**src/hw/smbt_defines.vh**
```
`ifndef SMBT_DEFINES_VH
`define SMBT_DEFINES_VH

// ==========================================================
// register byte offsets
`define SMBT_OFF_TSET0 8'h00
`define SMBT_OFF_TSET1 8'h04
`define SMBT_OFF_TSET2 8'h08
`define SMBT_OFF_CFG 8'h0C
`define SMBT_OFF_ADDR 8'h10
`define SMBT_OFF_WDATA 8'h14
`define SMBT_OFF_CMD 8'h18
`define SMBT_OFF_STATUS 8'h1C
`define SMBT_BUF_BASE_BIT 7

// ==========================================================
// timing set fields
`define SMBT_TSET_RST 32'h041C_2D4B
`define SMBT_TSET_MASK 32'h07FF_FFFF
`define SMBT_RDY_BIT 26
`define SMBT_PSZ_HI 25
`define SMBT_PSZ_LO 24
`define SMBT_PMODE_BIT 23
`define SMBT_PAGE_READ_TIME_HI 22
`define SMBT_PAGE_READ_TIME_LO 19
`define SMBT_TURNAROUND_TIME_HI 18
`define SMBT_TURNAROUND_TIME_LO 16
`define SMBT_TWP_HI 15
`define SMBT_TWP_LO 10
`define SMBT_TWR_HI 9
`define SMBT_TWR_LO 8
`define SMBT_TAS_HI 7
`define SMBT_TAS_LO 6
`define SMBT_TRC_HI 5
`define SMBT_TRC_LO 0

// ==========================================================
// control, command and status fields
`define SMBT_CFG_RST 32'h0000_0001
`define SMBT_CFG_BUS16_BIT 0
`define SMBT_CMD_WR_BIT 0
`define SMBT_CMD_SET_HI 2
`define SMBT_CMD_SET_LO 1
`define SMBT_CMD_CS_HI 4
`define SMBT_CMD_CS_LO 3
`define SMBT_CMD_PAGE_BIT 5
`define SMBT_CMD_BYTE_BIT 6
`define SMBT_ST_BUSY_BIT 0
`define SMBT_ST_LASTWR_BIT 1
`define SMBT_ST_CNT_HI 13
`define SMBT_ST_CNT_LO 8

`endif

```
**src/hw/smbt_ctrl.v**
```verilog
// Behaviour
// drive async sram, nor flash, peripherals
// three independent timing register sets
// external data bus 8 or 16 bits
// 20 address/1 select or 24/4
// byte access on wide bus: large only
// ready select honours that set's ready
// page length 4, 8, 16, 32 words
// page reads only when page support set
// page read lasts page time plus one
// turnaround cycles when chip select changes; the code skips them between two writes
// write strobe lasts pulse time plus one
// hold address/data for write hold cycles
// address setup cycles before write strobe
// normal read lasts read time plus one
// devices appear memory mapped in kernel segment
// device holds ready low until done
// reset loads power-on timing defaults
`include "smbt_defines.vh"

module smbt_ctrl #(
    parameter LARGE_CFG = 1
) (
    input wire pclk, // clock, 20 MHz
    input wire presetn, // async reset, active low
    input wire ce, // clock enable, freezes state when low
    input wire psel, // apb select
    input wire penable, // apb enable
    input wire pwrite, // apb direction
    input wire [7:0] paddr, // apb byte address
    input wire [31:0] pwdata, // apb write data
    output reg [31:0] prdata, // apb read data
    output reg pready, // apb ready
    output reg pslverr, // apb error, unmapped address or buffer write
    output reg [23:0] ext_addr, // external address
    output reg [15:0] ext_dout, // external data out
    output reg ext_doe_n, // data output enable, low drives
    input wire [15:0] ext_din, // external data in
    output reg [3:0] ext_cs_n, // chip selects, active low
    output reg ext_rd_n, // read strobe, active low
    output reg ext_wr_n, // write strobe, active low
    output reg [1:0] ext_be_n, // byte lane enables, active low
    input wire [2:0] ext_ready_input // ready pin of each set
);
    localparam AW = LARGE_CFG ? 24 : 20;
    localparam NCS = LARGE_CFG ? 4 : 1;
    localparam [23:0] AMASK = (24'h00_0001 << AW) - 24'h00_0001;
    localparam ST_IDLE = 3'd0;
    localparam ST_START = 3'd1;
    localparam ST_TURN = 3'd2;
    localparam ST_SETUP = 3'd3;
    localparam ST_WPULSE = 3'd4;
    localparam ST_WHOLD = 3'd5;
    localparam ST_READ = 3'd6;

    // ==========================================================
    // apb slave
    wire setup_acc = psel & penable & ~pready;
    wire done = psel & penable & pready;
    wire wr_ok = done & pwrite & ~pslverr;
    wire buf_hit = paddr[`SMBT_BUF_BASE_BIT];
    wire reg_hit = ~buf_hit & (paddr[7:5] == 3'd0) & (paddr[1:0] == 2'd0);
    wire [15:0] buf_q;
    reg [31:0] rd_mux;

    reg [31:0] tset [0:2];
    reg [31:0] cfg;
    reg [23:0] addr_reg;
    reg [15:0] wdata_reg;
    reg [2:0] state;
    reg [5:0] cnt;
    reg [5:0] widx;
    reg [5:0] wtotal;
    reg [1:0] cur_set;
    reg [1:0] cur_cs;
    reg cur_wr;
    reg cur_byte;
    reg [1:0] last_cs;
    reg last_wr;
    reg have_last;
    reg [23:0] cur_addr;

    always @* begin
        case (paddr)
            `SMBT_OFF_TSET0: rd_mux = tset[0];
            `SMBT_OFF_TSET1: rd_mux = tset[1];
            `SMBT_OFF_TSET2: rd_mux = tset[2];
            `SMBT_OFF_CFG: rd_mux = cfg;
            `SMBT_OFF_ADDR: rd_mux = {8'h00, addr_reg};
            `SMBT_OFF_WDATA: rd_mux = {16'h0000, wdata_reg};
            `SMBT_OFF_STATUS: rd_mux = {18'h0_0000, widx, 6'h00, last_wr, state != ST_IDLE};
            default: rd_mux = buf_hit ? {16'h0000, buf_q} : 32'h0000_0000;
        endcase
    end

    // one wait state on every transfer so buffer reads come from a register
    always @(posedge pclk or negedge presetn) begin
        if (!presetn) begin
            pready <= 1'b0;
            pslverr <= 1'b0;
            prdata <= 32'h0000_0000;
        end else if (ce) begin
            pready <= setup_acc;
            pslverr <= setup_acc & ~(reg_hit | (buf_hit & ~pwrite));
            if (setup_acc & ~pwrite) begin
                prdata <= rd_mux;
            end
        end
    end

    // ==========================================================
    // timing sets and control registers
    genvar gi;
    generate
        for (gi = 0; gi < 3; gi = gi + 1) begin : g_tset
            always @(posedge pclk or negedge presetn) begin
                if (!presetn) begin
                    tset[gi] <= `SMBT_TSET_RST;
                end else if (ce & wr_ok & (paddr == (gi * 4))) begin
                    tset[gi] <= pwdata & `SMBT_TSET_MASK;
                end
            end
        end
    endgenerate

    always @(posedge pclk or negedge presetn) begin
        if (!presetn) begin
            cfg <= `SMBT_CFG_RST;
            addr_reg <= 24'h00_0000;
            wdata_reg <= 16'h0000;
        end else if (ce & wr_ok) begin
            if (paddr == `SMBT_OFF_CFG) begin
                cfg <= {31'h0000_0000, pwdata[`SMBT_CFG_BUS16_BIT]};
            end
            // offset inside the memory-mapped window of the kernel segment
            if (paddr == `SMBT_OFF_ADDR) begin
                addr_reg <= pwdata[23:0];
            end
            if (paddr == `SMBT_OFF_WDATA) begin
                wdata_reg <= pwdata[15:0];
            end
        end
    end

    // ==========================================================
    // pin synchronisers and read buffer
    wire [15:0] din_s;
    wire [2:0] rdy_s;

    smbt_sync #(.WIDTH(16)) u_din_sync (
        .pclk(pclk),
        .presetn(presetn),
        .ce(ce),
        .din(ext_din),
        .dout(din_s)
    );

    smbt_sync #(.WIDTH(3)) u_rdy_sync (
        .pclk(pclk),
        .presetn(presetn),
        .ce(ce),
        .din(ext_ready_input),
        .dout(rdy_s)
    );

    // ==========================================================
    // active timing fields
    wire [31:0] ts = tset[cur_set];
    wire bus16 = cfg[`SMBT_CFG_BUS16_BIT];
    wire byte_ok = cur_byte & bus16 & (LARGE_CFG != 0);
    wire rdy_ok = ~ts[`SMBT_RDY_BIT] | rdy_s[cur_set];
    wire [5:0] read_cycle_time = ts[`SMBT_TRC_HI:`SMBT_TRC_LO];
    wire [1:0] addr_setup_time = ts[`SMBT_TAS_HI:`SMBT_TAS_LO];
    wire [1:0] write_hold_time = ts[`SMBT_TWR_HI:`SMBT_TWR_LO];
    wire [5:0] write_pulse_time = ts[`SMBT_TWP_HI:`SMBT_TWP_LO];
    wire [2:0] turnaround_time = ts[`SMBT_TURNAROUND_TIME_HI:`SMBT_TURNAROUND_TIME_LO];
    wire [3:0] page_read_time = ts[`SMBT_PAGE_READ_TIME_HI:`SMBT_PAGE_READ_TIME_LO];
    wire [1:0] psz = ts[`SMBT_PSZ_HI:`SMBT_PSZ_LO];
    wire [5:0] page_len = 6'd4 << psz;
    // write to write on another select needs no turnaround
    wire turn_need = have_last & (last_cs != cur_cs) & ~(last_wr & cur_wr);

    reg [15:0] rd_word;
    always @* begin
        if (!bus16) begin
            rd_word = {8'h00, din_s[7:0]};
        end else if (byte_ok) begin
            rd_word = {8'h00, cur_addr[0] ? din_s[15:8] : din_s[7:0]};
        end else begin
            rd_word = din_s;
        end
    end

    wire buf_we = ce & (state == ST_READ) & (cnt == 6'd0) & rdy_ok;

    smbt_rdbuf #(.DEPTH_LOG2(5), .WIDTH(16)) u_rdbuf (
        .pclk(pclk),
        .ce(ce),
        .wr_en(buf_we),
        .wr_idx(widx[4:0]),
        .wr_data(rd_word),
        .rd_idx(paddr[6:2]),
        .rd_data(buf_q)
    );

    wire [3:0] cs_onehot = 4'b0001 << cur_cs;
    wire cmd_go = wr_ok & (paddr == `SMBT_OFF_CMD) & (state == ST_IDLE)
        & (pwdata[`SMBT_CMD_SET_HI:`SMBT_CMD_SET_LO] != 2'd3);

    // ==========================================================
    // bus cycle sequencer
    task launch;
        begin
            ext_addr <= cur_addr[23:0] & AMASK;
            ext_cs_n <= ~cs_onehot;
            if (cur_wr) begin
                ext_doe_n <= 1'b0;
                ext_dout <= byte_ok ? {wdata_reg[7:0], wdata_reg[7:0]} : wdata_reg;
                ext_be_n <= !bus16 ? 2'b10 : byte_ok ? (cur_addr[0] ? 2'b01 : 2'b10) : 2'b00;
                if (addr_setup_time != 2'd0) begin
                    state <= ST_SETUP;
                    cnt <= {4'h0, addr_setup_time - 2'd1};
                end else begin
                    state <= ST_WPULSE;
                    ext_wr_n <= 1'b0;
                    cnt <= write_pulse_time;
                end
            end else begin
                ext_be_n <= !bus16 ? 2'b10 : byte_ok ? (cur_addr[0] ? 2'b01 : 2'b10) : 2'b00;
                ext_rd_n <= 1'b0;
                state <= ST_READ;
                cnt <= read_cycle_time;
            end
        end
    endtask

    task finish;
        begin
            state <= ST_IDLE;
            ext_cs_n <= 4'hF;
            ext_rd_n <= 1'b1;
            ext_wr_n <= 1'b1;
            ext_doe_n <= 1'b1;
            ext_be_n <= 2'b11;
            last_cs <= cur_cs;
            last_wr <= cur_wr;
            have_last <= 1'b1;
        end
    endtask

    always @(posedge pclk or negedge presetn) begin
        if (!presetn) begin
            state <= ST_IDLE;
            cnt <= 6'd0;
            widx <= 6'd0;
            wtotal <= 6'd1;
            cur_set <= 2'd0;
            cur_cs <= 2'd0;
            cur_wr <= 1'b0;
            cur_byte <= 1'b0;
            cur_addr <= 24'h00_0000;
            last_cs <= 2'd0;
            last_wr <= 1'b0;
            have_last <= 1'b0;
            ext_addr <= 24'h00_0000;
            ext_dout <= 16'h0000;
            ext_doe_n <= 1'b1;
            ext_cs_n <= 4'hF;
            ext_rd_n <= 1'b1;
            ext_wr_n <= 1'b1;
            ext_be_n <= 2'b11;
        end else if (ce) begin
            case (state)
                ST_IDLE: begin
                    if (cmd_go) begin
                        cur_wr <= pwdata[`SMBT_CMD_WR_BIT];
                        cur_set <= pwdata[`SMBT_CMD_SET_HI:`SMBT_CMD_SET_LO];
                        cur_cs <= (NCS > 1) ? pwdata[`SMBT_CMD_CS_HI:`SMBT_CMD_CS_LO] : 2'd0;
                        cur_byte <= pwdata[`SMBT_CMD_BYTE_BIT];
                        cur_addr <= addr_reg;
                        widx <= 6'd0;
                        wtotal <= {5'd0, pwdata[`SMBT_CMD_PAGE_BIT]};
                        state <= ST_START;
                    end
                end
                ST_START: begin
                    // bursts only on page-capable sets and only for reads
                    if (wtotal[0] & ts[`SMBT_PMODE_BIT] & ~cur_wr) begin
                        wtotal <= page_len;
                    end else begin
                        wtotal <= 6'd1;
                    end
                    if (turn_need & (turnaround_time != 3'd0)) begin
                        state <= ST_TURN;
                        cnt <= {3'd0, turnaround_time - 3'd1};
                    end else begin
                        launch;
                    end
                end
                ST_TURN: begin
                    if (cnt == 6'd0) begin
                        launch;
                    end else begin
                        cnt <= cnt - 6'd1;
                    end
                end
                ST_SETUP: begin
                    if (cnt == 6'd0) begin
                        state <= ST_WPULSE;
                        ext_wr_n <= 1'b0;
                        cnt <= write_pulse_time;
                    end else begin
                        cnt <= cnt - 6'd1;
                    end
                end
                ST_WPULSE: begin
                    if (cnt != 6'd0) begin
                        cnt <= cnt - 6'd1;
                    end else if (rdy_ok) begin
                        ext_wr_n <= 1'b1;
                        if (write_hold_time != 2'd0) begin
                            state <= ST_WHOLD;
                            cnt <= {4'h0, write_hold_time - 2'd1};
                        end else begin
                            finish;
                        end
                    end
                end
                ST_WHOLD: begin
                    if (cnt == 6'd0) begin
                        finish;
                    end else begin
                        cnt <= cnt - 6'd1;
                    end
                end
                ST_READ: begin
                    if (cnt != 6'd0) begin
                        cnt <= cnt - 6'd1;
                    end else if (rdy_ok) begin
                        widx <= widx + 6'd1;
                        if (widx + 6'd1 == wtotal) begin
                            finish;
                        end else begin
                            cur_addr <= cur_addr + 24'h00_0001;
                            ext_addr <= (cur_addr + 24'h00_0001) & AMASK;
                            cnt <= {2'd0, page_read_time};
                        end
                    end
                end
                default: begin
                    finish;
                end
            endcase
        end
    end
endmodule // smbt_ctrl

```
**src/hw/smbt_sync.v**
```verilog
// ==========================================================
// two-stage synchroniser for pin inputs
module smbt_sync #(
    parameter WIDTH = 1
) (
    input wire pclk, // clock
    input wire presetn, // async reset, active low
    input wire ce, // clock enable
    input wire [WIDTH-1:0] din, // asynchronous pin level
    output reg [WIDTH-1:0] dout // synchronised level
);
    reg [WIDTH-1:0] meta;

    always @(posedge pclk or negedge presetn) begin
        if (!presetn) begin
            meta <= {WIDTH{1'b0}};
            dout <= {WIDTH{1'b0}};
        end else if (ce) begin
            meta <= din;
            dout <= meta;
        end
    end
endmodule // smbt_sync

```
**src/hw/smbt_rdbuf.v**
```verilog
// ==========================================================
// page read buffer, registered read port
module smbt_rdbuf #(
    parameter DEPTH_LOG2 = 5,
    parameter WIDTH = 16
) (
    input wire pclk, // clock
    input wire ce, // clock enable
    input wire wr_en, // write strobe
    input wire [DEPTH_LOG2-1:0] wr_idx, // write index
    input wire [WIDTH-1:0] wr_data, // write data
    input wire [DEPTH_LOG2-1:0] rd_idx, // read index
    output reg [WIDTH-1:0] rd_data // read data, one cycle after index
);
    reg [WIDTH-1:0] mem [0:(1<<DEPTH_LOG2)-1];

    always @(posedge pclk) begin
        if (ce) begin
            if (wr_en) begin
                mem[wr_idx] <= wr_data;
            end
            rd_data <= mem[rd_idx];
        end
    end
endmodule // smbt_rdbuf

```
**config.mk**
```make
export PLATFORM = sky130hd
export DESIGN_NAME = smbt_ctrl
export DESIGN_NICKNAME = d
export VERILOG_FILES = /design/src/hw/smbt_ctrl.v /design/src/hw/smbt_sync.v /design/src/hw/smbt_rdbuf.v
export VERILOG_INCLUDE_DIRS = /design/src /design/src/hw
export SDC_FILE = /design/constraint.sdc
export NUM_CORES = 1
export LEC_CHECK = 0
export BUFFER_PORTS_ARGS = -buffer_cell sky130_fd_sc_hd__buf_2
export CAP_MARGIN = 20
export CORE_AREA = 2 2 315 380
export DETAILED_ROUTE_END_ITERATION = 7
export DIE_AREA = 0 0 317 382
export SLEW_MARGIN = 20
export SYNTH_ARGS = -nofsm -noshare
export SYNTH_HDL_FRONTEND = slang
export SYNTH_SLANG_ARGS = --single-unit
```
**constraint.sdc**
```tcl
create_clock -name pclk -period 4.5 [get_ports pclk]
set_input_delay 0.9 -clock pclk [delete_from_list [all_inputs] [get_ports pclk]]
set_output_delay 0.9 -clock pclk [all_outputs]
set_load 0.02 [all_outputs]
```
==> results.ini <==
[global_route]
grt_pass1_wl_um=143500
grt_pass1_vias=20931
grt_usage_pct=16.08
grt_max_degree=101
antenna_found_initial=5
overflow=0

[route]
vias=20542
drt-initial-drc-count=1957
wl_um=98220
wl_per_cell_um=24.96
drc=0
first_pass_iters=6
final_antenna_net_count=0
viasPerCell=5.220

[yosys]
ys_types=80
synth.top_cell.area_share_pct=45.27
ys_seq_area_share_pct=66.30
synthTopCellsByCount=edfxtp_1, dfrtp_1, mux2_2
synth_edf_count=528
synth_area_leaders=edfxtp_1, dfrtp_1, mux4_2
post-synth-top-count-cell=edfxtp_1
synth_cells=2150
yosys_warnings=0
yosys.area.top_type=edfxtp_1
ys_seq_elements=820
synth_area_sq_um=35020
syn-mean-instance-area_sq_um=16.29
async_flop_share_pct=35.61
synth-main-ff-cell=edfxtp_1

[clock_network]
clk_pin_slew_worst_paths_ns=0.07
clock_latency_ns=0.65
root_buffer=clkbuf_16
htreeDepth=3
cts.path.max_buffers=3
cts_made_buffers=82
post_cts_resized=0
cts_hold_buf=0
cts_setup_buffers=0
tritoncts=yes
cts_sinks=820

[placement]
portBuffers=137
place_ws_ns=0.8168
dp_hpwl_um=63310
place_congestion=0.9003

[critical_path]
cp-start-kind=flop
path_class=reg -> reg
worst_path_largest_cell_delay_ns=0.70
cp.depth=11
arrival_ns=4.15
timing.critical_path.required_ns=5.08
worstPathMaxFanout=21
crit_slowest_cell=nor4_1
r2r_cells=11
critPathBufInv=2
crit_chain=buf_4 > mux2i_1 > nor2_1 > a21oi_1 > ha_1 > nand2_1 > o22ai_1 > a21oi_1 > nor4_1 > buf_4 > o21a_1
cp-end-kind=flop
crit_family=simple AND/OR/NAND/NOR gates

[power_and_ir_drop]
p_leak_nw=15.50
p_int_mw=13.76
powerDensity_nw_per_um2=455.5
power_switching_mw=4.829
clkPwrFrac_pct=39.4
seq_power_share_pct=47.4
switching_share_pct=25.98
ir_drop_uv=283.3
p_comb_share_pct=13.2

[timing]
tightest_slew_ns=1.140
timing.final.max_slew_violations=0
setup_tns_ns=0
fin_crit_ns=3.574
setup_slack_ns=0.9257
setup_viol=0
finClkSkew_ns=0.04242
timing.fmax_ghz=0.2798
rsz0062_at_grt=no
hold_viol=0
relSlewSlack_pct=24.01
finalCritPeriodShare_pct=79.43

[floorplanning]
die_y_um=382
start_util_pct=29.87
rows=138
core_area_sq_um=117200
pin_count=148
die_w_um=317
die_area_sq_um=121100

[final_layout]
nets=2401
largest_reg_flops=512
regMostFlops=u_rdbuf.mem
nFillCells=11156
reg_top3=u_rdbuf.mem: 512 flops, tset: 81 flops, prdata: 27 flops
drive_gt1_share_pct=35.35
syn2layout_area_growth_pct=16.51

[outcome]
status=finished clean

[run]
drv_cap=0

[worst_hold_path]
hold_class=in -> async

stage by stage:
| step | utilization [%] | hold slack, ns | total power, mW | cell area, sq um | std cells |
|---|---|---|---|---|---|
| 2_1_floorplan | - | 0.4308 | 10.52 | 35040 | 2154 |
| 6_report | 34.81 | 0.2874 | 18.59 | 40810 | 3935 |
| 3_5_place_dp | 32.34 | 0.4560 | 11.41 | 37910 | 3782 |
| 4_1_cts | 34.80 | 0.3031 | 18.72 | 40800 | 3933 |
| 3_3_place_gp | 32.34 | 0.4457 | 11.37 | 37910 | 3782 |
| 5_1_grt | 34.80 | 0.3364 | 19.29 | 40800 | 3934 |
power by group through the flow:
stage | Sequential, mW | Combinational (mW) | Clock (mW)
6_report | 8.81 | 2.46 | 7.32
5_1_grt | 8.85 | 2.67 | 7.77
4_1_cts | 8.80 | 2.47 | 7.46
3_5_place_dp | 8.95 | 2.47 | 0
3_3_place_gp | 8.94 | 2.44 | 0
2_1_floorplan | 8.94 | 1.58 | 0
final cells by class:
cell class	count	area [sq um]	area share, %
flip-flops and latches	820	23220	56.91
multi-input cells	1190	11300	27.70
clock buffers	98	2193	5.375
well taps	1540	1927	4.722
repair buffers	220	1423	3.486
clock inverters	53	689.4	1.689
inverters	12	45.04	0.1104
diodes	2	5.005	0.01226
logic make-up (layout without fill, tap and decap cells):
group                      count (synthesis)  after routing  share of synthesized area [%]
xor gates and xnor gates                  33             33                         0.8252
buffers and inverters                    144            383                          1.725
and+or+nand+nor                          396            396                          5.637
muxes                                    438            438                          19.07
AOI/OAI and AO/OA                        307            307                          6.044
other                                      1              7                        0.01071
DFF                                      820            820                          66.30
adders and majority gates                 11             11                         0.3858
worst paths after layout:
check	startpoint	endpoint	slack, ns
hold reg to reg	have_last$_DFFE_PN0P_	have_last$_DFFE_PN0P_	0.47
setup reg to reg	cur_set[1]$_DFFE_PN0P_	ext_doe_n$_DFFE_PN1P_	0.93
setup / recovery	cur_set[1]$_DFFE_PN0P_	ext_doe_n$_DFFE_PN1P_	0.93
hold / removal	presetn	ext_addr[6]$_DFFE_PN0P_	0.29
max in group asynchronous	presetn	cur_set[1]$_DFFE_PN0P_	3.06
min in group pclk	have_last$_DFFE_PN0P_	have_last$_DFFE_PN0P_	0.47
layer usage:
layer / global-route usage, % / part of all wire [%]
met4: 7.268 / 4.6
met3: 2.904 / 6.1
met1: 19.56 / 39
met5: 0 / 0.038
met2: 27.62 / 51
cell usage in the layout, fill, tap and decap left out, types with 10 or more instances in the layout:
master     netlist  final
nor2_1         116     94
a2bb2oi_1       22     22
mux2_2         235    235
a31oi_1         17     17
buf_2           27    134
clkinv_2         0     15
clkinv_1         2     16
mux4_2         160    160
a22o_1          12     12
dfstp_2         47     47
a221oi_1        12     12
clkbuf_16        0     83
a21oi_1         55     55
a211o_1         12     12
a22oi_1         21     21
buf_4            8     76
nor3_1          30     29
inv_1           10     10
mux2i_1         43     43
bufinv_16        0     15
xnor2_1         18     18
xor2_1          15     15
nor2_2           2     24
o22ai_1         14     14
o21ai_0         60     60
dfrtp_1        245    244
nand3_1         33     33
ha_1            10     10
nand2b_1        11     11
nand2_1        106    106
and3_1          19     19
o31ai_1         16     16
edfxtp_1       528    528
No activity file was read; power rests on OpenSTA's default activity.
